<file path="src/include/sensor_readout_pkg.sv">
// Constants and types shared by the sensor serial readout logic.
package sensor_readout_pkg;
   localparam int unsigned RESULT_W = 16;
   localparam int unsigned SETUP_LEN = 4;
   localparam logic [4:0] START_LEN = 5'h03;
   localparam logic [4:0] SETUP_LAST = 5'h03;
   localparam logic [4:0] STOP_LEN = 5'h03;
   localparam logic [4:0] ACK_CLKS = 5'h02;
   localparam logic [4:0] READ_CLKS = 5'h11;
   localparam int unsigned RESET_LEN = 21;
   localparam int unsigned FIFO_DEPTH = 4;
   localparam logic [4:0] CNT_RESET = 5'h00;
   localparam logic DOUT_RESET = 1'b0;
   localparam logic [3:0] SETUP_PRESSURE_DEF = 4'ha;
   localparam logic [3:0] SETUP_TEMP_DEF = 4'h9;
   localparam logic [3:0] SETUP_CAL_ONE_DEF = 4'h5;
   localparam logic [3:0] SETUP_CAL_TWO_DEF = 4'h6;
   localparam logic [3:0] SETUP_CAL_THREE_DEF = 4'hc;
   localparam logic [3:0] SETUP_CAL_FOUR_DEF = 4'h3;
   localparam logic [4:0] CAL_LEAD_DEF = 5'h00;
   localparam logic [20:0] RESET_PATTERN_DEF = 21'h155540;
   localparam logic [15:0] CAL_WORD_DEF = 16'h0000;

   typedef enum logic [2:0] {
      ST_IDLE = 3'b000,
      ST_SETUP = 3'b001,
      ST_STOP = 3'b010,
      ST_ACK = 3'b011,
      ST_CONV = 3'b100,
      ST_READ = 3'b101
   } proto_state_t;

   typedef enum logic [2:0] {
      CMD_NONE = 3'b000,
      CMD_PRESSURE = 3'b001,
      CMD_TEMP = 3'b010,
      CMD_CAL = 3'b011
   } cmd_kind_t;
endpackage

</file>
<file path="src/logic/pressure_sensor_serial_readout.sv">
// Serial readout logic of the pressure sensor and its result FIFO.
`timescale 1ns/1ps

module result_fifo #(
   parameter int unsigned WIDTH = 16,
   parameter int unsigned DEPTH = 4
) (
   input wire logic clk_sys_i,
   input wire logic reset_i,
   input wire logic in_valid_i,
   output logic in_ready_o,
   input wire logic [WIDTH-1:0] in_data_i,
   output logic out_valid_o,
   input wire logic out_ready_i,
   output logic [WIDTH-1:0] out_data_o
);
   localparam int unsigned AW = $clog2(DEPTH);
   logic [WIDTH-1:0] mem_q [DEPTH];
   logic [AW-1:0] wr_q;
   logic [AW-1:0] rd_q;
   logic [AW:0] cnt_q;
   logic [AW:0] cnt_d;
   logic push;
   logic pop;

   assign push = in_valid_i && in_ready_o;
   assign pop = out_ready_i && (cnt_q != '0);
   assign out_valid_o = (cnt_q != '0);
   assign out_data_o = mem_q[rd_q];

   // Occupancy moves by one on a lone push or a lone pop.
   always_comb begin
      cnt_d = cnt_q;
      if (push && !pop) begin
         cnt_d = cnt_q + 1'b1;
      end else if (pop && !push) begin
         cnt_d = cnt_q - 1'b1;
      end
   end

   always_ff @(posedge clk_sys_i) begin
      if (reset_i) begin
         cnt_q <= '0;
         wr_q <= '0;
         rd_q <= '0;
         in_ready_o <= 1'b1;
      end else begin
         cnt_q <= cnt_d;
         in_ready_o <= (cnt_d != (AW+1)'(DEPTH));
         if (push) begin
            wr_q <= wr_q + 1'b1;
         end
         if (pop) begin
            rd_q <= rd_q + 1'b1;
         end
      end
   end

   // Storage has no reset; only written entries are ever read.
   always_ff @(posedge clk_sys_i) begin
      if (push) begin
         mem_q[wr_q] <= in_data_i;
      end
   end
endmodule

module pin_sync #(
   parameter int unsigned WIDTH = 2
) (
   input wire logic clk_sys_i,
   input wire logic reset_i,
   input wire logic [WIDTH-1:0] pin_i,
   output logic [WIDTH-1:0] sync_o
);
   // Each pin passes two flip-flops before any logic reads it.
   for (genvar i = 0; i < WIDTH; i++) begin : g_bit
      logic meta_q;
      logic hold_q;
      always_ff @(posedge clk_sys_i) begin
         if (reset_i) begin
            meta_q <= 1'b0;
            hold_q <= 1'b0;
         end else begin
            meta_q <= pin_i[i];
            hold_q <= meta_q;
         end
      end
      assign sync_o[i] = hold_q;
   end
endmodule

module pressure_sensor_serial_readout
   import sensor_readout_pkg::*;
#(
   parameter logic [3:0] SETUP_PRESSURE = SETUP_PRESSURE_DEF,
   parameter logic [3:0] SETUP_TEMP = SETUP_TEMP_DEF,
   parameter logic [3:0] SETUP_CAL_ONE = SETUP_CAL_ONE_DEF,
   parameter logic [3:0] SETUP_CAL_TWO = SETUP_CAL_TWO_DEF,
   parameter logic [3:0] SETUP_CAL_THREE = SETUP_CAL_THREE_DEF,
   parameter logic [3:0] SETUP_CAL_FOUR = SETUP_CAL_FOUR_DEF,
   parameter logic [4:0] CAL_LEAD_CLKS = CAL_LEAD_DEF,
   parameter logic [20:0] RESET_PATTERN = RESET_PATTERN_DEF,
   parameter logic [15:0] CAL_WORD_ONE = CAL_WORD_DEF,
   parameter logic [15:0] CAL_WORD_TWO = CAL_WORD_DEF,
   parameter logic [15:0] CAL_WORD_THREE = CAL_WORD_DEF,
   parameter logic [15:0] CAL_WORD_FOUR = CAL_WORD_DEF
) (
   input wire logic clk_sys_i,
   input wire logic reset_i,
   input wire logic sclk_i,
   input wire logic din_i,
   output logic dout_o,
   output logic conv_start_o,
   output logic conv_temp_o,
   input wire logic conv_valid_i,
   input wire logic [RESULT_W-1:0] conv_data_i,
   output logic conv_ready_o,
   output logic busy_o
);
   logic sclk_s2_q;
   logic sclk_s3_q;
   logic din_s2_q;
   logic rise;
   logic [RESET_LEN-1:0] hist_q;
   logic reset_seen;
   proto_state_t state_q;
   cmd_kind_t cmd_q;
   logic [4:0] cnt_q;
   logic [4:0] lead_q;
   logic [SETUP_LEN-1:0] setup_q;
   logic [RESULT_W-1:0] shift_q;
   logic [SETUP_LEN-1:0] code;
   logic fifo_valid;
   logic fifo_pop;
   logic [RESULT_W-1:0] fifo_data;

   // Maps a setup code to the kind of command it starts.
   function automatic cmd_kind_t decode_setup(input logic [3:0] c);
      if (c == SETUP_PRESSURE) begin
         return CMD_PRESSURE;
      end else if (c == SETUP_TEMP) begin
         return CMD_TEMP;
      end else if (c == SETUP_CAL_ONE || c == SETUP_CAL_TWO ||
                   c == SETUP_CAL_THREE || c == SETUP_CAL_FOUR) begin
         return CMD_CAL;
      end else begin
         return CMD_NONE;
      end
   endfunction

   // Picks the calibration word that a setup code reads out.
   function automatic logic [15:0] cal_word(input logic [3:0] c);
      if (c == SETUP_CAL_ONE) begin
         return CAL_WORD_ONE;
      end else if (c == SETUP_CAL_TWO) begin
         return CAL_WORD_TWO;
      end else if (c == SETUP_CAL_THREE) begin
         return CAL_WORD_THREE;
      end else begin
         return CAL_WORD_FOUR;
      end
   endfunction

   pin_sync #(
      .WIDTH(2)
   ) u_sync (
      .clk_sys_i(clk_sys_i),
      .reset_i(reset_i),
      .pin_i({sclk_i, din_i}),
      .sync_o({sclk_s2_q, din_s2_q})
   );

   // The delayed shift clock gives the rising edge detector.
   always_ff @(posedge clk_sys_i) begin
      if (reset_i) begin
         sclk_s3_q <= 1'b0;
      end else begin
         sclk_s3_q <= sclk_s2_q;
      end
   end

   // Edge detect, and the setup code as it stands after this bit.
   assign rise = sclk_s2_q && !sclk_s3_q;
   assign code = {setup_q[SETUP_LEN-2:0], din_s2_q};
   assign reset_seen = ({hist_q[RESET_LEN-2:0], din_s2_q} == RESET_PATTERN);
   // A reset pattern at the same rise wins, so no result is lost.
   assign fifo_pop = (state_q == ST_CONV) && fifo_valid &&
                     !(rise && reset_seen);

   // Input bit history for the reset pattern, taken at clock rises.
   always_ff @(posedge clk_sys_i) begin
      if (reset_i) begin
         hist_q <= '0;
      end else if (rise) begin
         hist_q <= {hist_q[RESET_LEN-2:0], din_s2_q};
      end
   end

   // Command framing, acknowledge, conversion wait and readout.
   always_ff @(posedge clk_sys_i) begin
      if (reset_i) begin
         state_q <= ST_IDLE;
         cmd_q <= CMD_NONE;
         cnt_q <= CNT_RESET;
         lead_q <= CNT_RESET;
         setup_q <= '0;
         shift_q <= '0;
         dout_o <= DOUT_RESET;
         conv_start_o <= 1'b0;
         conv_temp_o <= 1'b0;
      end else begin
         conv_start_o <= 1'b0;
         if (rise && reset_seen) begin
            state_q <= ST_IDLE;
            cnt_q <= CNT_RESET;
            dout_o <= DOUT_RESET;
         end else if (fifo_pop) begin
            shift_q <= fifo_data;
            dout_o <= 1'b0;
            cnt_q <= CNT_RESET;
            lead_q <= CNT_RESET;
            state_q <= ST_READ;
         end else if (rise) begin
            case (state_q)
               ST_IDLE: begin
                  if (din_s2_q) begin
                     if (cnt_q == START_LEN - 5'h01) begin
                        state_q <= ST_SETUP;
                        cnt_q <= CNT_RESET;
                     end else begin
                        cnt_q <= cnt_q + 5'h01;
                     end
                  end else begin
                     cnt_q <= CNT_RESET;
                  end
               end
               ST_SETUP: begin
                  setup_q <= code;
                  if (cnt_q == SETUP_LAST) begin
                     cmd_q <= decode_setup(code);
                     state_q <= ST_STOP;
                     cnt_q <= CNT_RESET;
                  end else begin
                     cnt_q <= cnt_q + 5'h01;
                  end
               end
               ST_STOP: begin
                  if (din_s2_q || cmd_q == CMD_NONE) begin
                     state_q <= ST_IDLE;
                     cnt_q <= CNT_RESET;
                  end else if (cnt_q == STOP_LEN - 5'h01) begin
                     cnt_q <= CNT_RESET;
                     if (cmd_q == CMD_CAL) begin
                        shift_q <= cal_word(setup_q);
                        lead_q <= CAL_LEAD_CLKS;
                        state_q <= ST_READ;
                     end else begin
                        dout_o <= 1'b1;
                        conv_temp_o <= (cmd_q == CMD_TEMP);
                        state_q <= ST_ACK;
                     end
                  end else begin
                     cnt_q <= cnt_q + 5'h01;
                  end
               end
               ST_ACK: begin
                  if (cnt_q == ACK_CLKS - 5'h01) begin
                     state_q <= ST_CONV;
                     conv_start_o <= 1'b1;
                     cnt_q <= CNT_RESET;
                  end else begin
                     cnt_q <= cnt_q + 5'h01;
                  end
               end
               ST_READ: begin
                  // Position holds while the clock pauses.
                  if (cnt_q == READ_CLKS + lead_q - 5'h01) begin
                     dout_o <= 1'b0;
                     state_q <= ST_IDLE;
                     cnt_q <= CNT_RESET;
                  end else begin
                     cnt_q <= cnt_q + 5'h01;
                     if (cnt_q >= lead_q) begin
                        dout_o <= shift_q[RESULT_W-1];
                        shift_q <= {shift_q[RESULT_W-2:0], 1'b0};
                     end
                  end
               end
               ST_CONV: begin
                  // Clock rises during a conversion act only through the reset pattern.
                  cnt_q <= CNT_RESET;
               end
               default: begin
                  cnt_q <= cnt_q;
               end
            endcase
         end
      end
   end

   // Busy lags the state by one cycle but comes from a flip-flop.
   always_ff @(posedge clk_sys_i) begin
      if (reset_i) begin
         busy_o <= 1'b0;
      end else begin
         busy_o <= (state_q != ST_IDLE);
      end
   end

   result_fifo #(
      .WIDTH(RESULT_W),
      .DEPTH(FIFO_DEPTH)
   ) u_fifo (
      .clk_sys_i(clk_sys_i),
      .reset_i(reset_i),
      .in_valid_i(conv_valid_i),
      .in_ready_o(conv_ready_o),
      .in_data_i(conv_data_i),
      .out_valid_o(fifo_valid),
      .out_ready_i(fifo_pop),
      .out_data_o(fifo_data)
   );
endmodule

</file>
<file path="config.mk">
export PLATFORM = sky130hd
export DESIGN_NAME = pressure_sensor_serial_readout
export DESIGN_NICKNAME = d
export VERILOG_FILES = /design/src/include/sensor_readout_pkg.sv /design/src/logic/pressure_sensor_serial_readout.sv
export SDC_FILE = /design/constraint.sdc
export NUM_CORES = 1
export LEC_CHECK = 0
export ABC_AREA = 1
export BUFFER_PORTS_ARGS = -buffer_cell sky130_fd_sc_hd__buf_2
export CAP_MARGIN = 30
export CORE_ASPECT_RATIO = 1.25
export CORE_MARGIN = 8
export CORE_UTILIZATION = 60
export DETAILED_ROUTE_END_ITERATION = 6
export PLACE_DENSITY = 0.75
export SETUP_SLACK_MARGIN = 0.1
export SLEW_MARGIN = 10
export SYNTH_ARGS = -nofsm -noshare
export SYNTH_HDL_FRONTEND = slang
export SYNTH_HIERARCHICAL = 1
export SYNTH_SLANG_ARGS = --single-unit
</file>
<file path="constraint.sdc">
create_clock -name clk_sys_i -period 2.2 [get_ports clk_sys_i]
set_input_delay 0.44 -clock clk_sys_i [delete_from_list [all_inputs] [get_ports clk_sys_i]]
set_output_delay 0.44 -clock clk_sys_i [all_outputs]
set_load 0.005 [all_outputs]
</file>
# Word level (Yosys, flattened, before mapping)
# Memory sizes are Yosys's and may differ from the RTL's. A register that Yosys moved wholly into a read port is not among the register bits.
# Index checks and enable logic that the tools add are counted.
op_classes:
  magnitude_cmp: 1
  eq_ne: 41
  reduce_logical: 41
  n_addsub: 7
  n_mux: 48
  bitwise_logic: 6
op_table:
  columns: ["operator", "n"]
  rows:
  - ["16-bit 2-to-1 mux", 7]
  - ["5-bit 2-to-1 mux", 12]
  - ["3-bit 2-to-1 mux", 12]
  - ["16-bit one-hot mux with 2 select lines", 1]
  - ["5-bit one-hot mux with 6 select lines", 1]
  - ["3-bit by 2-bit != test with 1-bit output (second input constant)", 9]
  - ["8-bit AND reduction", 3]
  - ["21-bit equality test (second input constant)", 1]
  - ["3-bit one-hot mux with 5 select lines", 1]
  - ["2-bit != test (second input constant)", 7]
  - ["3-bit by 2-bit equality test with 1-bit output (second input constant)", 4]
  - ["4-bit equality test (second input constant)", 3]
  - ["6-bit AND reduction", 2]
  - ["6-bit nonzero test", 2]
  - ["5-bit by 2-bit equality test with 1-bit output (second input constant)", 2]
  - ["2-bit 2-to-1 mux", 5]
  - ["2-bit nonzero test", 5]
  - ["3-bit != test (second input constant)", 3]
  - ["3-bit nonzero test", 3]
  - ["4-bit by 3-bit equality test with 1-bit output (second input constant)", 2]
  - ["1-bit logical AND", 8]
  - ["1-bit 2-to-1 mux", 8]
  - ["7-bit AND reduction", 1]
  - ["3-bit equality test (second input constant)", 2]
  - ["26 further kinds", 40]
totals:
  elab_cells: 166
  mem_count: 1
  ramBits: 64
  ff_bits: 72
  out_inout_bits: 5
  input_bits: 21
mem_list:
  columns: ["memory", "words", "width", "read_ports", "rd_clocked_by_memory_dff", "wr", "line_no", "rtl"]
  rows:
  - ["u_fifo.mem_q", 4, 16, 1, 1, 1, "pressure_sensor_serial_readout.sv:18", "logic [WIDTH-1:0] mem_q [DEPTH];"]

# Logic depth before layout (Yosys ltp)
logic_depth:
  word_depth: 10
  mapped_depth: 15
  ltp_nobuf: 14

# Modules after synthesis
# Netlist, hierarchy kept.
by_module_without_submodules:
  columns: ["module", "instances", "area_each_um2", "seq_area_each_um2", "cells_each"]
  rows:
  - ["result_fifo", 1, 2889.0, 2122.0, 223]
  - ["pressure_sensor_serial_readout", 1, 2847.7, 1081.0, 402]
  - ["pin_sync", 1, 125.1, 80.1, 14]

# Worst setup path after synthesis
# Ideal clock, no wire load.
synth_path:
  path_type: "reg2reg"
  start: "reg u_fifo.cnt_q[0]"
  end: "reg u_fifo.in_ready_o"
  setup_ns: 0.115
  path_buffers: 0
  required_ns: 2.085
  path_slack_ns: 0.431
  stages_incl_launch_ff: 15
  arrival_time_ns: 1.654
  period_less_slack_ns: 1.769
  cell_sequence: "dfxtp_1 > inv_1 > ha_1 > nand2_4 > nand2_1 > nor2_4 > nand2_4 > inv_1 > nand2_2 > nand2_2 > nand2_1 > nand2_1 > nand2_1 > nor2_1 > nand2_1"
synth_between:
  elab_chain_len: 8
  word_cells_on_any_way: 12
  classes_between: "add/sub: 2; eq/ne: 1; mux: 2; reduce/logical: 7"
synth_rtl:
  columns: ["element", "line_no", "rtl"]
  rows:
  - ["start: declaration", "pressure_sensor_serial_readout.sv:21", "logic [AW:0] cnt_q;"]
  - ["start signal: assignment", "pressure_sensor_serial_readout.sv:48", "cnt_q <= cnt_d;"]
  - ["3-bit nonzero test *", "pressure_sensor_serial_readout.sv:28", "assign out_valid_o = (cnt_q != '0);"]
  - ["via fifo_valid", "pressure_sensor_serial_readout.sv:133", "logic fifo_valid;"]
  - ["1-bit logical AND * (2 in a row)", "pressure_sensor_serial_readout.sv:187", "assign fifo_pop = (state_q == ST_CONV) && fifo_valid &&"]
  - ["via fifo_pop", "pressure_sensor_serial_readout.sv:134", "logic fifo_pop;"]
  - ["1-bit logical AND *", "pressure_sensor_serial_readout.sv:27", "assign pop = out_ready_i && (cnt_q != '0);"]
  - ["1-bit logical AND or 1-bit zero test (tied branches)", "pressure_sensor_serial_readout.sv:36, pressure_sensor_serial_readout.sv:34", null]
  - ["3-bit 2-to-1 mux or 1-bit logical AND (tied branches)", "pressure_sensor_serial_readout.sv:36, pressure_sensor_serial_readout.sv:34", null]
  - ["3-bit 2-to-1 mux *", "pressure_sensor_serial_readout.sv:34", "if (push && !pop) begin"]
  - ["3-bit != test *", "pressure_sensor_serial_readout.sv:49", "in_ready_o <= (cnt_d != (AW+1)'(DEPTH));"]
  - ["end signal: assignment", "pressure_sensor_serial_readout.sv:49", null]
  - ["end: declaration", "pressure_sensor_serial_readout.sv:11", "output logic in_ready_o,"]
# Mark *: on every way through the listed nets, which the timed path passes. The rest lies on a longest branch.
# A chain may end at the register's enable or synchronous reset.

# Worst setup path in the final report
# Same ends and word-level chain as after synthesis.

==> out/summary.txt <==
Status: finished clean
NetSw: 1.26 mW
Synth Cell Area: 5860 um2
CTS Hold Buffers Added: 0
Worst Hold Class: primary input to flop
Top cell family by delay on the critical path: simple AND/OR/NAND/NOR gates
Number of flops mapped to enable cells by yosys: 64
Final weighted congestion in routability-driven placement: 0.849
Slowest stage delay, CP: 0.35 ns
Max_cap viols: 0
Initial Utilization: 61.3%
Part of the power in registers: 46.6%
Worst path most repeated cell: nand2_1
Vias in the first global route: 4463
Routed wire per std cell: 14.5 um
H-tree levels: 4
Largest net degree at the start of global routing: 33
Final Hold Fails: 0
Die footprint: 13200 um2
Fmax: 0.540 GHz
Antenna diodes: 0
Max Slew Vio Count: 0
Register-to-register setup slack: 0.35 ns
Finished Cell Area: 6670 um2
Initial antenna violation count: 0
Dpl hpwl: 7.64 mm
Rows: 40
Post-synthesis cell type count: 32
GRT overflow: 0
# setup viols final: 0
Placed cell area: 6060 um2
WHS Endpoint: u_sync/g_bit[1].meta_q$_SDFF_PP0_
Hold path startpoint: sclk_i
Crit end category: flop
R2R cell count: 14
Core ar.: 9560 um2
Layout cell share with drive strength beyond 1: 18.0%
YS warnings: 6
Port Buffer Count: 25
Pwr/cell area: 868 nW/um2
Die width: 104 um
Reg2reg end: u_fifo/in_ready_o$_SDFF_PP1_
Chip Height: 127 um
Worst-Margin Slew: 0.696 ns
FFs w/ async S/R, synth: 0%
Vias post-DR: 4443
Clk buf depth: 2
Leakage: 2.64 nW
Clock transition at path regs: 0.06 ns
Startpoint types: flop
Clk_lat worst skew: 0.41 ns
Int Pwr: 4.54 mW
RSZ-0062 raised after global routing: false
Area Growth Syn to Fin: 13.8%
Starting DRT DRC Count: 300
Max FO, Critical Path: 4
Worst vdd ir: 0.788 mV
Period utilisation layout: 84.1%
Clock buffer count from CTS: 17
Fin Setup TNS: 0 ns
Placed cell count: 776
Layout Skew: 0.0110 ns
Total track usage: 17.9%
Critical Path RT: 2.50 ns
Remaining DRCs: 0
Non-filler instance count after layout: 808
Sw Share: 21.7%
Post-DR vias/cell: 5.50
Global-route wire length before repair: 19.4 mm
Critical path class: flop to flop
Final ANT Viol Nets: 0
Worst endpoint data arrival time: 2.15 ns
Hold path depth: 3
Total of fill cells in the finished design: 732
Hold slack: 0.237 ns
Register area share after synthesis: 56.0%
Mapped Nets: 671
Clock sinks: 132
I/O Pins: 26
Reg2reg start: u_fifo/cnt_q[0]$_SDFF_PP0_
Fin util: 69.8%
Clock power share: 49.2%
Synth Register Bits: 132
CP cell instances: inv_1, ha_1, nand2_4, nand2_1, nor2_4, nand2_4, inv_1, nand2_2, nand2_2, nand2_1, nand2_1, nand2_1, nor2_1, nand2_1
Drt pass-1 iters: 4
Clk root buf: clkbuf_16
Final nets: 701
Slew HR: 53.1%
CP max-delay cell: dfxtp_1
Top FF cell, synth: dfxtp_1
Final min period: 1.85 ns
Avg Cell Area, Syn: 9.17 um2
Final wirelength: 11.7 mm
CP bufs+invs: 2
Cells after Synth: 639
CTS tree: done
Logic pwr share: 4.2%
==> registers in the layout, summed over array words and instances (netlist names), named ones only <==
| name | flops |
|---|---|
| setup_q | 3 |
| u_fifo/mem_q | 64 |
| u_fifo/rd_q | 2 |
| shift_q | 16 |
| busy_o | 1 |
| cmd_q | 2 |
| conv_start_o | 1 |
| u_sync/g_bit.hold_q | 2 |
| u_sync/g_bit.meta_q | 2 |
| cnt_q | 5 |
| sclk_s3_q | 1 |
| state_q | 3 |
| hist_q | 20 |
| conv_temp_o | 1 |
| u_fifo/cnt_q | 3 |
| dout_o | 1 |
| u_fifo/wr_q | 2 |
| u_fifo/in_ready_o | 1 |
==> through the flow <==
step                setup WS (ns)  power, mW
CTS                         0.314       5.84
floorplan                   0.431       2.91
finish                      0.349       5.79
detailed placement          0.328       2.99
global placement            0.383       2.98
global route                0.108       5.97
==> layout make-up <==
cell class	count	area (um2)	area share, %
flip-flops and latches	132	3280	49.2
multi-input cells	427	2200	33.0
repair buffers	39	230	3.45
clock inverters	14	174	2.61
well taps	126	158	2.36
inverters	52	195	2.93
clock buffers	18	429	6.43
==> worst max path at each step <==
| stage | start | endpoint | slack (ns) | cells after the start |
|---|---|---|---|---|
| after CTS | u_fifo/cnt_q[0]$_SDFF_PP0_ | u_fifo/in_ready_o$_SDFF_PP1_ | 0.31 | 14 |
| after detailed placement | u_fifo/cnt_q[0]$_SDFF_PP0_ | u_fifo/in_ready_o$_SDFF_PP1_ | 0.33 | 14 |
| after global placement | u_fifo/cnt_q[0]$_SDFF_PP0_ | u_fifo/in_ready_o$_SDFF_PP1_ | 0.38 | 14 |
| after floorplan | u_fifo/cnt_q[0]$_SDFF_PP0_ | u_fifo/in_ready_o$_SDFF_PP1_ | 0.43 | 14 |
| after global routing | u_sync/g_bit[0].hold_q$_SDFF_PP0_ | u_fifo/in_ready_o$_SDFF_PP1_ | 0.11 | 12 |
| final | u_fifo/cnt_q[0]$_SDFF_PP0_ | u_fifo/in_ready_o$_SDFF_PP1_ | 0.35 | 14 |
==> worst register-to-register path, delay by kind of cell, from the launching register on <==
kind | cells | cell delay, ns
DFF | 1 | 0.35
adders and majority gates | 1 | 0.23
buffers and inverters | 2 | 0.24
and+or+nand+nor | 11 | 0.93
==> cell usage in the layout (no fill, tap or decap), types with 2 or more instances in the layout <==
cell,Yosys,final
inv_2,8,8
ha_1,11,11
nand4_1,2,2
o31ai_1,2,2
buf_2,8,25
clkinvlp_4,0,4
o22ai_1,16,16
nand3_4,1,2
nand2_4,4,4
nor2_4,4,4
inv_6,0,4
clkbuf_16,0,17
xor2_1,3,3
nand3_2,6,5
dfxtp_1,68,68
o21ai_1,15,15
buf_4,6,14
a21oi_2,12,12
nor2_2,4,4
nand2_1,99,99
bufinv_16,0,3
nand2_2,14,14
inv_1,44,44
nor3_1,2,2
nor2_1,86,86
o21ai_0,51,51
edfxtp_1,64,64
nand3_1,51,51
a21oi_1,41,41
==> power groups by stage <==
stage	sequential (mW)	combinational, mW	clock, mW
after floorplan	2.74	0.167	0
after global placement	2.75	0.237	0
after detailed placement	2.75	0.245	0
after CTS	2.70	0.247	2.90
after global routing	2.70	0.279	2.99
final	2.70	0.245	2.85
==> routing by layer <==
metal	track usage [%]	part of all wire (%)	vias up
met5	0	0	-
met4	8.88	1.8	0
met3	5.17	3.1	20
met2	31.5	52	88
met1	19.2	43	2115
li1	-	-	2220
==> synthesized netlist by cell type (6+ instances only) <==
cell type	number	area share, %
nand2_1	99	6.3
nor2_1	86	5.5
dfxtp_1	68	23
edfxtp_1	64	33
nand3_1	51	4.4
o21ai_0	51	4.4
inv_1	44	2.8
a21oi_1	41	3.5
o22ai_1	16	1.7
o21ai_1	15	1.3
nand2_2	14	1.5
a21oi_2	12	1.8
ha_1	11	2.3
clkbuf_1	9	0.58
buf_2	8	0.68
inv_2	8	0.51
buf_4	6	0.77
nand3_2	6	1.0
==> timing repair <==
action                     in CTS  in global routing
resized for setup               0                  1
setup endpoints to repair       0                  1
setup buffers                   0                  0
==> kinds of logic after synthesis <==
| group | after synthesis | synth area share, % |
|---|---|---|
| AOI/OAI and AO/OA | 138 | 13.0 |
| xor gates and xnor gates | 4 | 0.598 |
| adders and majority gates | 11 | 2.35 |
| buffers and inverters | 80 | 6.53 |
| DFF | 132 | 56.0 |
| and+or+nand+nor | 274 | 21.5 |
No activity file was read; power rests on OpenSTA's default activity.
